`config.mk`:
```
export PLATFORM = sky130hd
export DESIGN_NAME = sarc_top
export DESIGN_NICKNAME = d
export VERILOG_FILES = /design/src/sarc_pkg.sv /design/src/sarc_sar_core.sv /design/src/sarc_top.sv
export VERILOG_INCLUDE_DIRS = /design/src
export SDC_FILE = /design/constraint.sdc
export NUM_CORES = 1
export LEC_CHECK = 0
export BUFFER_PORTS_ARGS = -buffer_cell sky130_fd_sc_hd__buf_2
export CAP_MARGIN = 20
export CORE_ASPECT_RATIO = 0.5
export CORE_MARGIN = 2
export CORE_UTILIZATION = 40
export CTS_BUF_LIST = sky130_fd_sc_hd__clkbuf_2 sky130_fd_sc_hd__clkbuf_4 sky130_fd_sc_hd__clkbuf_8
export CTS_CLUSTER_DIAMETER = 150
export DETAILED_ROUTE_END_ITERATION = 12
export HOLD_SLACK_MARGIN = 0.08
export REMOVE_ABC_BUFFERS = 1
export SLEW_MARGIN = 20
export SYNTH_ARGS = -nofsm -noshare
export SYNTH_HDL_FRONTEND = slang
export SYNTH_SLANG_ARGS = --single-unit
```
`constraint.sdc`:
```
create_clock -name I_CLK -period 4.6 [get_ports I_CLK]
set_input_delay 0.92 -clock I_CLK [delete_from_list [all_inputs] [get_ports I_CLK]]
set_output_delay 0.92 -clock I_CLK [all_outputs]
set_load 0.02 [all_outputs]
```
`src/sarc_map.svh`:
```
// Register map, field positions, reset values and timing counts of the converter control.
`ifndef SARC_MAP_SVH
`define SARC_MAP_SVH

`define SARC_RES_W          10
`define SARC_RES_PAD        6'h00

`define SARC_ADDR_RES_WIDE  16'hFF18
`define SARC_ADDR_RES_HI    16'hFF1F
`define SARC_ADDR_DIR       16'hFF22
`define SARC_ADDR_MODE      16'hFF2A
`define SARC_ADDR_CHAN      16'hFF2B
`define SARC_ADDR_PINCFG    16'hFF2D

`define SARC_MODE_CONV_EN   7
`define SARC_MODE_FR_MSB    5
`define SARC_MODE_FR_LSB    3
`define SARC_MODE_CMP_EN    0
`define SARC_MODE_MASK      8'hB9
`define SARC_CHAN_W         3
`define SARC_PINCFG_W       4
`define SARC_PINS           8

`define SARC_RST_MODE       8'h00
`define SARC_RST_CHAN       3'h0
`define SARC_RST_PINCFG     4'h0
`define SARC_RST_DIR        8'hFF
`define SARC_RST_RES_WIDE   16'h0000
`define SARC_RST_RES_HI     8'h00

`define SARC_DIV_T0         4'hC
`define SARC_DIV_T1         4'h8
`define SARC_DIV_T2         4'h6
`define SARC_DIV_T3         4'h4
`define SARC_DIV_T4         4'h3
`define SARC_DIV_T5         4'h2
`define SARC_TICKS_PER_CONV 5'd22
`define SARC_SAMPLE_TICKS   5'd2

`define SARC_CLK_PERIOD_NS  10
`define SARC_CMP_SETTLE_NS  1000
`define SARC_CMP_SETTLE_CYC \
  ((`SARC_CMP_SETTLE_NS + `SARC_CLK_PERIOD_NS - 1) / `SARC_CLK_PERIOD_NS)

`endif

```
`src/sarc_pkg.sv`:
```
// Types shared by the converter control modules.
`include "sarc_map.svh"
package sarc_pkg;

  typedef enum logic [1:0] {
    SARC_STOPPED    = 2'b00,
    SARC_CMP_WAIT   = 2'b01,
    SARC_CONV_NOCMP = 2'b10,
    SARC_CONV_CMP   = 2'b11
  } sarc_mode_e;

  typedef struct packed {
    logic        rd;
    logic        wr;
    logic        wide;
    logic [15:0] addr;
    logic [7:0]  wdata;
  } sarc_bus_req_s;

  typedef struct packed {
    logic [`SARC_RES_W-1:0] dac;
    logic                   sample;
    logic                   done;
    logic [`SARC_RES_W-1:0] result;
  } sarc_core_out_s;

endpackage : sarc_pkg

```
`src/sarc_sar_core.sv`:
```
// Conversion sequencer: clock divider, sampling and successive approximation.
module sarc_sar_core
  import sarc_pkg::*;
(
  input  wire logic       i_clk,
  input  wire logic       i_rst,
  input  wire logic       i_run,
  input  wire logic       i_restart,
  input  wire logic [2:0] i_time_sel,
  input  wire logic       i_cmp_high,
  output sarc_core_out_s  o_core
);

  localparam logic [`SARC_RES_W-1:0] MSB_ONEHOT =
    {1'b1, {(`SARC_RES_W-1){1'b0}}};

  logic [3:0]             presc_r, presc_nxt;
  logic [4:0]             tick_r, tick_nxt;
  logic [`SARC_RES_W-1:0] sar_r, sar_nxt;
  logic [`SARC_RES_W-1:0] bit_r, bit_nxt;
  sarc_core_out_s         out_r, out_nxt;
  logic [3:0]             div;
  logic                   tick_end;

  function automatic logic [3:0] time_div(input logic [2:0] sel);
    case (sel)
      3'h0:    time_div = `SARC_DIV_T0;
      3'h1:    time_div = `SARC_DIV_T1;
      3'h2:    time_div = `SARC_DIV_T2;
      3'h3:    time_div = `SARC_DIV_T3;
      3'h4:    time_div = `SARC_DIV_T4;
      3'h5:    time_div = `SARC_DIV_T5;
      default: time_div = `SARC_DIV_T0;
    endcase
  endfunction : time_div

  // Each conversion is 22 conversion clocks: two of sampling, then two per
  // bit. The decision is taken at the end of the second clock so that the
  // synchronised comparator level has settled on the new trial code.
  always_comb begin
    div       = time_div(i_time_sel);
    tick_end  = (presc_r == div - 4'h1);
    presc_nxt = tick_end ? 4'h0 : presc_r + 4'h1;
    tick_nxt  = tick_r;
    sar_nxt   = sar_r;
    bit_nxt   = bit_r;
    out_nxt   = out_r;
    out_nxt.done = 1'b0;
    if (!i_run || i_restart) begin
      presc_nxt = 4'h0;
      tick_nxt  = 5'd0;
      sar_nxt   = '0;
      bit_nxt   = '0;
    end else if (tick_end) begin
      if (tick_r == `SARC_SAMPLE_TICKS - 5'd1) begin
        bit_nxt = MSB_ONEHOT;
      end else if (tick_r >= `SARC_SAMPLE_TICKS && tick_r[0]) begin
        if (i_cmp_high) begin
          sar_nxt = sar_r | bit_r;
        end
        bit_nxt = bit_r >> 1;
      end
      if (tick_r == `SARC_TICKS_PER_CONV - 5'd1) begin
        tick_nxt       = 5'd0;
        out_nxt.done   = 1'b1;
        out_nxt.result = sar_r | (i_cmp_high ? bit_r : '0);
        sar_nxt        = '0;
      end else begin
        tick_nxt = tick_r + 5'd1;
      end
    end
    // A restart begins with sampling again, so tracking stays up through it.
    out_nxt.sample = i_run && (tick_nxt < `SARC_SAMPLE_TICKS);
    out_nxt.dac    = sar_nxt | bit_nxt;
  end

  always_ff @(posedge i_clk) begin
    if (i_rst) begin
      presc_r <= 4'h0;
      tick_r  <= 5'd0;
      sar_r   <= '0;
      bit_r   <= '0;
      out_r   <= '0;
    end else begin
      presc_r <= presc_nxt;
      tick_r  <= tick_nxt;
      sar_r   <= sar_nxt;
      bit_r   <= bit_nxt;
      out_r   <= out_nxt;
    end
  end

  assign o_core = out_r;

endmodule : sarc_sar_core

```
`src/sarc_top.sv`:
```
// Register file and control of the eight-channel successive approximation converter.

// How it works
// - mode register holds enable, time select, comparator
// - conversion enable clear halts, set converts
// - two enables decode into four operating states
// - first result without settled comparator flagged untrusted
// - settled comparator makes first result trusted
// - time code selects divisor, 22 conversion clocks
// - wide result left aligned, low six zero
// - wide result loads each end, 16-bit read
// - upper byte result loads each end, byte read
// - result reads, control writes insert wait cycle
// - channel select low three bits pick input
// - pin count value makes lowest pins digital
// - direction register, one means input, resets ones
// - output-direction pin never acts as analog
// - continuous conversion, completion pulse per result
// - channel write restarts running conversion
// - clearing enable stops at once, keeps result
// - approximation resolves bit nine down to zero
module sarc_top
  import sarc_pkg::*;
(
  input  wire logic                     I_CLK,
  input  wire logic                     I_RST,
  input  sarc_bus_req_s                 I_BUS_REQ,
  input  wire logic                     I_CMP_HIGH,
  output logic [15:0]                   O_RDATA,
  output logic                          O_WAIT,
  output logic                          O_CONV_DONE_IRQ,
  output logic                          O_RESULT_TRUSTED,
  output logic                          O_CMP_POWER,
  output logic                          O_CONV_ACTIVE,
  output sarc_mode_e                    O_MODE_STATE,
  output logic [`SARC_RES_W-1:0]        O_DAC_CODE,
  output logic                          O_SAMPLE,
  output logic [`SARC_CHAN_W-1:0]       O_CHANNEL,
  output logic [`SARC_PINS-1:0]         O_ANALOG_EN,
  output logic [`SARC_PINS-1:0]         O_PIN_DIR
);

  // Comparator settling time in clock cycles. The age counter saturates at
  // this value, so eight bits cover any clock up to 250 MHz.
  localparam int SETTLE_CYC = `SARC_CMP_SETTLE_CYC;
  localparam logic [7:0] SETTLE_CNT = 8'(SETTLE_CYC);

  // Register file.
  logic [7:0]                 mode_r, mode_nxt;
  logic [`SARC_CHAN_W-1:0]    chan_r, chan_nxt;
  logic [`SARC_PINCFG_W-1:0]  pincfg_r, pincfg_nxt;
  logic [`SARC_PINS-1:0]      dir_r, dir_nxt;
  logic [15:0]                rdata_r, rdata_nxt;
  logic                       wait_r, wait_nxt;
  logic                       restart_r, restart_nxt;

  // Results and completion.
  logic [15:0]                res_wide_r, res_wide_nxt;
  logic [7:0]                 res_hi_r, res_hi_nxt;
  logic                       irq_r, irq_nxt;
  logic                       trusted_r, trusted_nxt;
  logic                       first_bad_r, first_bad_nxt;

  // Comparator power, settling and decoded pin use.
  logic [7:0]                 age_r, age_nxt;
  logic                       power_r, power_nxt;
  sarc_mode_e                 state_r, state_nxt;
  logic [`SARC_PINS-1:0]      analog_r, analog_nxt;

  // Comparator level synchroniser.
  logic                       cmp_s1_r, cmp_s2_r, cmp_s3_r;
  logic                       cmp_filt_r, cmp_filt_nxt;

  sarc_core_out_s             core;
  logic                       wr_mode, wr_chan, wr_pincfg, wr_dir;
  logic                       rd_wide, rd_hi;

  function automatic logic [`SARC_PINS-1:0] analog_pins(
    input logic [`SARC_PINCFG_W-1:0] cfg,
    input logic [`SARC_PINS-1:0]     dir
  );
    logic [`SARC_PINS-1:0] m;
    m = '0;
    for (int i = 0; i < `SARC_PINS; i++) begin
      // Values above eight leave every pin digital.
      m[i] = (4'(i) >= cfg) && dir[i];
    end
    analog_pins = m;
  endfunction : analog_pins

  function automatic sarc_mode_e decode_mode(input logic [7:0] mode);
    case ({mode[`SARC_MODE_CONV_EN], mode[`SARC_MODE_CMP_EN]})
      2'b00:   decode_mode = SARC_STOPPED;
      2'b01:   decode_mode = SARC_CMP_WAIT;
      2'b10:   decode_mode = SARC_CONV_NOCMP;
      2'b11:   decode_mode = SARC_CONV_CMP;
      default: decode_mode = SARC_STOPPED;
    endcase
  endfunction : decode_mode

  // Addresses are compared in full, so no register answers at an alias
  // elsewhere in the map.
  always_comb begin
    wr_mode   = I_BUS_REQ.wr && (I_BUS_REQ.addr == `SARC_ADDR_MODE);
    wr_chan   = I_BUS_REQ.wr && (I_BUS_REQ.addr == `SARC_ADDR_CHAN);
    wr_pincfg = I_BUS_REQ.wr && (I_BUS_REQ.addr == `SARC_ADDR_PINCFG);
    wr_dir    = I_BUS_REQ.wr && (I_BUS_REQ.addr == `SARC_ADDR_DIR);
    rd_wide   = I_BUS_REQ.rd && I_BUS_REQ.wide &&
                (I_BUS_REQ.addr == `SARC_ADDR_RES_WIDE);
    rd_hi     = I_BUS_REQ.rd && !I_BUS_REQ.wide &&
                (I_BUS_REQ.addr == `SARC_ADDR_RES_HI);
  end

  // Register writes, reads and the wait cycle.
  always_comb begin
    mode_nxt    = mode_r;
    chan_nxt    = chan_r;
    pincfg_nxt  = pincfg_r;
    dir_nxt     = dir_r;
    rdata_nxt   = rdata_r;
    restart_nxt = 1'b0;
    if (wr_mode) begin
      mode_nxt = I_BUS_REQ.wdata & `SARC_MODE_MASK;
    end
    if (wr_chan) begin
      chan_nxt    = I_BUS_REQ.wdata[`SARC_CHAN_W-1:0];
      // A channel write while running restarts the sequence from sampling.
      restart_nxt = mode_r[`SARC_MODE_CONV_EN];
    end
    if (wr_pincfg) begin
      pincfg_nxt = I_BUS_REQ.wdata[`SARC_PINCFG_W-1:0];
    end
    if (wr_dir) begin
      dir_nxt = I_BUS_REQ.wdata;
    end
    // Read data is held until the next read, so a slow processor can take
    // it at leisure.
    if (I_BUS_REQ.rd) begin
      case (I_BUS_REQ.addr)
        `SARC_ADDR_RES_WIDE:
          rdata_nxt = I_BUS_REQ.wide ? res_wide_r : 16'h0000;
        `SARC_ADDR_RES_HI:
          rdata_nxt = I_BUS_REQ.wide ? 16'h0000 : {8'h00, res_hi_r};
        `SARC_ADDR_DIR:    rdata_nxt = {8'h00, dir_r};
        `SARC_ADDR_MODE:   rdata_nxt = {8'h00, mode_r};
        `SARC_ADDR_CHAN:   rdata_nxt = {13'h0000, chan_r};
        `SARC_ADDR_PINCFG: rdata_nxt = {12'h000, pincfg_r};
        default:           rdata_nxt = 16'h0000;
      endcase
    end
    // The access itself is never stalled; the wait cycle is reported as a
    // one-cycle pulse after the access for the processor side to honour.
    wait_nxt = rd_wide || rd_hi || wr_mode || wr_chan || wr_pincfg;
  end

  always_ff @(posedge I_CLK) begin
    if (I_RST) begin
      mode_r    <= `SARC_RST_MODE;
      chan_r    <= `SARC_RST_CHAN;
      pincfg_r  <= `SARC_RST_PINCFG;
      dir_r     <= `SARC_RST_DIR;
      rdata_r   <= 16'h0000;
      wait_r    <= 1'b0;
      restart_r <= 1'b0;
    end else begin
      mode_r    <= mode_nxt;
      chan_r    <= chan_nxt;
      pincfg_r  <= pincfg_nxt;
      dir_r     <= dir_nxt;
      rdata_r   <= rdata_nxt;
      wait_r    <= wait_nxt;
      restart_r <= restart_nxt;
    end
  end

  // The comparator level is asynchronous to the peripheral clock. A change
  // is taken only once the second and third stages agree, which costs one
  // cycle of latency but keeps a metastable first stage out of decisions.
  always_comb begin
    cmp_filt_nxt = (cmp_s2_r == cmp_s3_r) ? cmp_s3_r : cmp_filt_r;
  end

  always_ff @(posedge I_CLK) begin
    if (I_RST) begin
      cmp_s1_r   <= 1'b0;
      cmp_s2_r   <= 1'b0;
      cmp_s3_r   <= 1'b0;
      cmp_filt_r <= 1'b0;
    end else begin
      cmp_s1_r   <= I_CMP_HIGH;
      cmp_s2_r   <= cmp_s1_r;
      cmp_s3_r   <= cmp_s2_r;
      cmp_filt_r <= cmp_filt_nxt;
    end
  end

  sarc_sar_core u_core (
    .i_clk      (I_CLK),
    .i_rst      (I_RST),
    .i_run      (mode_r[`SARC_MODE_CONV_EN]),
    .i_restart  (restart_r),
    .i_time_sel (mode_r[`SARC_MODE_FR_MSB:`SARC_MODE_FR_LSB]),
    .i_cmp_high (cmp_filt_nxt),
    .o_core     (core)
  );

  // The comparator runs whenever either enable is set. Its age is counted
  // from power-up so that the first result can be judged at start time.
  always_comb begin
    power_nxt = mode_nxt[`SARC_MODE_CONV_EN] | mode_nxt[`SARC_MODE_CMP_EN];
    if (!power_r) begin
      age_nxt = 8'h00;
    end else if (age_r < SETTLE_CNT) begin
      age_nxt = age_r + 8'h01;
    end else begin
      age_nxt = age_r;
    end
    state_nxt  = decode_mode(mode_nxt);
    analog_nxt = analog_pins(pincfg_nxt, dir_nxt);
  end

  // Pin use follows a write at the same edge as the registers themselves.
  // During reset it reads zero, so no pin is taken as analog too early.
  always_ff @(posedge I_CLK) begin
    if (I_RST) begin
      age_r    <= 8'h00;
      power_r  <= 1'b0;
      state_r  <= SARC_STOPPED;
      analog_r <= '0;
    end else begin
      age_r    <= age_nxt;
      power_r  <= power_nxt;
      state_r  <= state_nxt;
      analog_r <= analog_nxt;
    end
  end

  // Result capture. Clearing the enable leaves the stored result alone.
  always_comb begin
    res_wide_nxt  = res_wide_r;
    res_hi_nxt    = res_hi_r;
    trusted_nxt   = trusted_r;
    first_bad_nxt = first_bad_r;
    irq_nxt       = core.done;
    if (core.done) begin
      res_wide_nxt  = {core.result, `SARC_RES_PAD};
      res_hi_nxt    = core.result[`SARC_RES_W-1:`SARC_RES_W-8];
      trusted_nxt   = !first_bad_r;
      first_bad_nxt = 1'b0;
    end
    // A fresh start judges the comparator age now. A completion of the run
    // just stopped can land in the same cycle; the start then wins, since
    // its own first result is the one still to come.
    if (wr_mode && I_BUS_REQ.wdata[`SARC_MODE_CONV_EN] &&
        !mode_r[`SARC_MODE_CONV_EN]) begin
      first_bad_nxt = !(mode_r[`SARC_MODE_CMP_EN] &&
                        (age_r >= SETTLE_CNT));
    end
  end

  always_ff @(posedge I_CLK) begin
    if (I_RST) begin
      res_wide_r  <= `SARC_RST_RES_WIDE;
      res_hi_r    <= `SARC_RST_RES_HI;
      trusted_r   <= 1'b0;
      first_bad_r <= 1'b0;
      irq_r       <= 1'b0;
    end else begin
      res_wide_r  <= res_wide_nxt;
      res_hi_r    <= res_hi_nxt;
      trusted_r   <= trusted_nxt;
      first_bad_r <= first_bad_nxt;
      irq_r       <= irq_nxt;
    end
  end

  // Every output below is a register; none is decoded after a flop.
  assign O_RDATA          = rdata_r;
  assign O_WAIT           = wait_r;
  assign O_CONV_DONE_IRQ  = irq_r;
  assign O_RESULT_TRUSTED = trusted_r;
  assign O_CMP_POWER      = power_r;
  assign O_CONV_ACTIVE    = mode_r[`SARC_MODE_CONV_EN];
  assign O_MODE_STATE     = state_r;
  assign O_DAC_CODE       = core.dac;
  assign O_SAMPLE         = core.sample;
  assign O_CHANNEL        = chan_r;
  assign O_ANALOG_EN      = analog_r;
  assign O_PIN_DIR        = dir_r;

endmodule : sarc_top

```
==> PnR_summary.wiki <==
{| class="wikitable"
! Metric !! Value
|-
| Result of the run || complete, no violations
|-
| Setup slack on the worst flop-to-flop path || about 1.3 ns
|-
| PortBufs || a little over 80
|-
| Diode insertion count for antenna repair || 0
|-
| Worst path top cell family by delay || compound AO/OA/AOI/OAI gates
|-
| Core Box Area || approximately 0.013 mm^2
|-
| Number of buffers inserted for hold repair after clock tree synthesis || 0
|-
| Count of final setup violators || 0
|-
| Setup WS post-layout || 1.33 ns
|-
| Static leakage power || between 2 and 2.5 nW
|-
| Gate count after technology mapping || 553
|-
| Starting DRT DRC Count || approximately 300
|-
| Setup repair after global routing missed its margin || no
|-
| Clock latency of the later-clocked register in the worst-skew pair || 0.45 ns
|-
| Number of sinks driven by the clock tree || approximately 120
|-
| Worst setup skew after layout || 0.0130 ns
|-
| Xor/xnor share of the synthesized area || under 10%
|-
| Commonest non-fill, non-tap cells in the layout || dfxtp_1 (123), buf_2 (82), nor2_1 (74)
|-
| Share of synthesized area spent on multiplexers || approximately 7.2%
|-
| Die Footprint || 0.0138 mm^2
|-
| Simple logic cell fraction of the synthesized area || 22.8%
|-
| Row Count || 29
|-
| DIE WIDTH || between 150 and 200 um
|-
| Reg2Reg Depth || 8
|-
| Unique masters post-synth || between 50 and 60
|-
| Tmin final || around 3.3 ns
|-
| WP buf/inv || 1
|-
| Required time of the critical path || between 4 and 5 ns
|-
| Count of nets after finishing || roughly 650
|-
| Share of the synthesized area in compound gates (AO/OA/AOI/OAI) || between 10% and 20%
|-
| Maximum number of pins on one net before global-route repair || 39
|-
| Worst slew pin tran || about 0.94 ns
|-
| Boundary pin count || 83
|-
| Vias per Instance || 5.17
|-
| Highest clock frequency the design can meet || 0.306 GHz
|-
| Remaining antenna violation count after routing || 0
|-
| Worst Hold Class || flop to flop
|-
| Worst reg2reg path endpoint || u_core.o_core[17]
|-
| Launching element type of the critical path || flop
|-
| Combined area of all synthesized cells || approximately 0.0051 mm^2
|-
| Critical Setup Path Class || flop to flop
|-
| End point of the most critical hold path || age_r[7]
|-
| Total power of the final layout || 2.16 mW
|-
| Number of buffers inserted during clock tree synthesis || 17
|-
| Clock tree from TritonCTS || yes
|-
| Number of gates given a new drive strength after cts || 0
|-
| Post-route non-filler standard cell count || around 800
|-
| Final core utilization || a little under half
|-
| DRC violations left || 0
|-
| Total half-perimeter wirelength after legalization and detailed placement || about 8300 um
|-
| Starting density of the core || 40.8%
|-
| All-layer global routing usage || about 18%
|-
| Synth Warn # || 0
|-
| Iteration count of the initial detailed-routing pass || 8
|-
| Wirelength, routed || roughly 12000 um
|-
| Vias in the first global route || 3814
|-
| Area growth, synth to finish || 16.5%
|-
| Synthesized area per cell || roughly 9.3 um^2
|-
| #FFs+latches synth || around 120
|-
| Clock root buffer || clkbuf_8
|-
| Largest driver fanout on the critical path || 23
|-
| Critical path's largest stage delay || 1.00 ns
|-
| Global Route met3 Usage || under 10%
|-
| Wire length per cell after detailed routing || between 10 and 15 um
|-
| Maximum clock path buffer count || 2
|-
| Power per unit of standard cell area || between 300 and 400 mW/mm^2
|-
| Global routing usage on met1 || 23.5%
|-
| Count of pins over their slew limit || 0
|-
| Number of placed cells counting well taps || between 700 and 800
|-
| Slew headroom || roughly 38%
|-
| Endpoint type of the worst setup path || flop
|-
| Y dimension of the die || 84.1 um
|-
| IR drop worst, VDD || between 0.15 and 0.2 mV
|-
| Number of cells on the worst hold path || 2
|-
| GRT met2 Usage || a little over a quarter
|-
| Reg-to-reg startpoint || mode_r[5]
|-
| Number of max-cap violations || 0
|-
| Arrival @ worst endpoint || 3.56 ns
|-
| Adder-cell share of the synthesized area || between 1.5 and 2%
|-
| Clock-pin slew on the worst setup and hold paths || ~0.08 ns
|-
| Post-route cell area || ~0.0060 mm^2
|-
| Final Hold Vio Count || 0
|-
| Initial antenna violation count || 0
|-
| Most used routing layer || met2
|-
| DP Area || 0.00555 mm^2
|-
| H-Tree Depth || 4
|-
| Total grt overflow || 0
|-
| Slowest-stage cell, CP || o21ai_2
|-
| Worst slack at placement || 1.34 ns
|-
| Combinational family with the most area after synthesis || simple AND/OR/NAND/NOR gates
|-
| DR vias || about 4100
|-
| Worst hold slack || 0.441 ns
|-
| Number of buffers added for setup after CTS || 0
|-
| RePlAce Congestion || about 0.77
|-
| Portion of the clock cycle consumed by the worst path in the final layout || a little under three quarters
|-
| Ordered list of cells on the worst path || nor3b_2 -> inv_1 -> ha_1 -> xnor2_1 -> a221o_1 -> nand4_1 -> o21ai_2 -> o22ai_1
|-
| Sequential fraction of the synthesis area || 48.0%
|-
| Leading cell type in the layout, fill and taps excluded || dfxtp_1
|-
| Share of final-layout standard cells stronger than drive strength 1 || 20.7%
|-
| Global-route wire length before repair || 19200 um
|-
| Launch instance of the worst min-delay path || age_r[7]
|-
| Sum of negative setup slack || 0 ns
|}
-- flip-flops by register name, summed over array words and instances (netlist names), 2 cells and up --
| signal | count |
|---|---|
| mode_r | 4 |
| O_PIN_DIR | 8 |
| u_core.bit_r | 10 |
| pincfg_r | 4 |
| O_ANALOG_EN | 8 |
| u_core.o_core | 22 |
| res_wide_r | 2 |
| age_r | 8 |
| O_CHANNEL | 3 |
| O_RDATA | 16 |
| res_hi_r | 8 |
| u_core.tick_r | 5 |
| u_core.sar_r | 10 |
| u_core.presc_r | 4 |
-- cell type report --
class | count | area, um^2
clock buffers | 17 | 234
clock inverters | 15 | 188
well taps | 170 | 213
flip-flops and latches | 123 | 2460
multi-input cells | 381 | 2430
inverters | 8 | 30.0
repair buffers | 84 | 425
fillers | 1211 | 6610
-- per-layer routing --
metal / vias to the layer above / share of wire, %
met2: 90 / 45
met4: 0 / 1.5
li1: 2070 / -
met5: - / 0
met3: 17 / 5.3
met1: 1948 / 49
-- how the worst max path moves through the flow --
stage,depth (start not counted),to,from
2_1_floorplan,9,u_core.o_core[0],mode_r[5]
3_3_place_gp,7,O_ANALOG_EN[6],I_BUS_REQ[8]
3_5_place_dp,9,u_core.o_core[1],mode_r[5]
4_1_cts,9,u_core.o_core[1],mode_r[5]
5_1_grt,8,u_core.o_core[17],mode_r[5]
6_report,8,u_core.o_core[17],mode_r[5]
-- logic make-up (layout without fill, tap and decap cells) --
logic type | Yosys count | in the layout
flops | 123 | 123
simple gates | 220 | 220
mux | 37 | 37
xor+xnor | 14 | 14
compound gates | 102 | 102
fa+ha+maj | 8 | 8
buf+inv | 49 | 124
-- cells in the mapped netlist (all sizes together) --
| cell type | n | area share [%] |
|---|---|---|
| a211oi | 12 | 1.8 |
| a21boi | 1 | 0.15 |
| a21oi | 40 | 3.9 |
| a221o | 1 | 0.19 |
| a221oi | 2 | 0.34 |
| a222oi | 6 | 1.2 |
| a22o | 4 | 0.68 |
| a22oi | 2 | 0.29 |
| a31oi | 1 | 0.24 |
| a41oi | 1 | 0.17 |
| and3 | 5 | 0.61 |
| and4 | 3 | 0.51 |
| and4b | 2 | 0.39 |
| buf | 26 | 3.3 |
| clkbuf | 15 | 1.1 |
| dfxtp | 123 | 48 |
| ha | 7 | 1.7 |
| inv | 8 | 0.58 |
| maj3 | 1 | 0.19 |
| mux2 | 1 | 0.22 |
| mux2i | 36 | 7.0 |
| nand2 | 36 | 2.7 |
| nand2b | 23 | 2.8 |
| nand3 | 20 | 2.0 |
| nand3b | 2 | 0.29 |
| nand4 | 7 | 0.85 |
| nand4b | 2 | 0.34 |
| nor2 | 76 | 6.0 |
| nor2b | 11 | 1.3 |
| nor3 | 18 | 2.0 |
| nor3b | 3 | 0.63 |
| nor4 | 5 | 0.90 |
| nor4b | 4 | 0.97 |
| o2111ai | 1 | 0.17 |
| o211ai | 1 | 0.15 |
| o21ai | 17 | 1.7 |
| o21bai | 2 | 0.29 |
| o22ai | 10 | 1.3 |
| o31ai | 1 | 0.15 |
| or3 | 2 | 0.24 |
| or4b | 1 | 0.19 |
| xnor2 | 6 | 1.0 |
| xor2 | 8 | 1.4 |
-- worst reg2reg max path: cells and delay by family, from the launching register on --
family / cells / cell delay [ns]
compound gates: 3 / 1.36
simple gates: 2 / 0.84
flops: 1 / 0.42
fa+ha+maj: 1 / 0.21
xor+xnor: 1 / 0.21
buf+inv: 1 / 0.07
-- where the power goes --
part | switching (mW) | internal [mW]
logic | 0.0409 | 0.0228
registers | 0.00137 | 1.07
clock network | 0.481 | 0.546
total | 0.523 | 1.64
No activity file was read; power rests on OpenSTA's default activity.
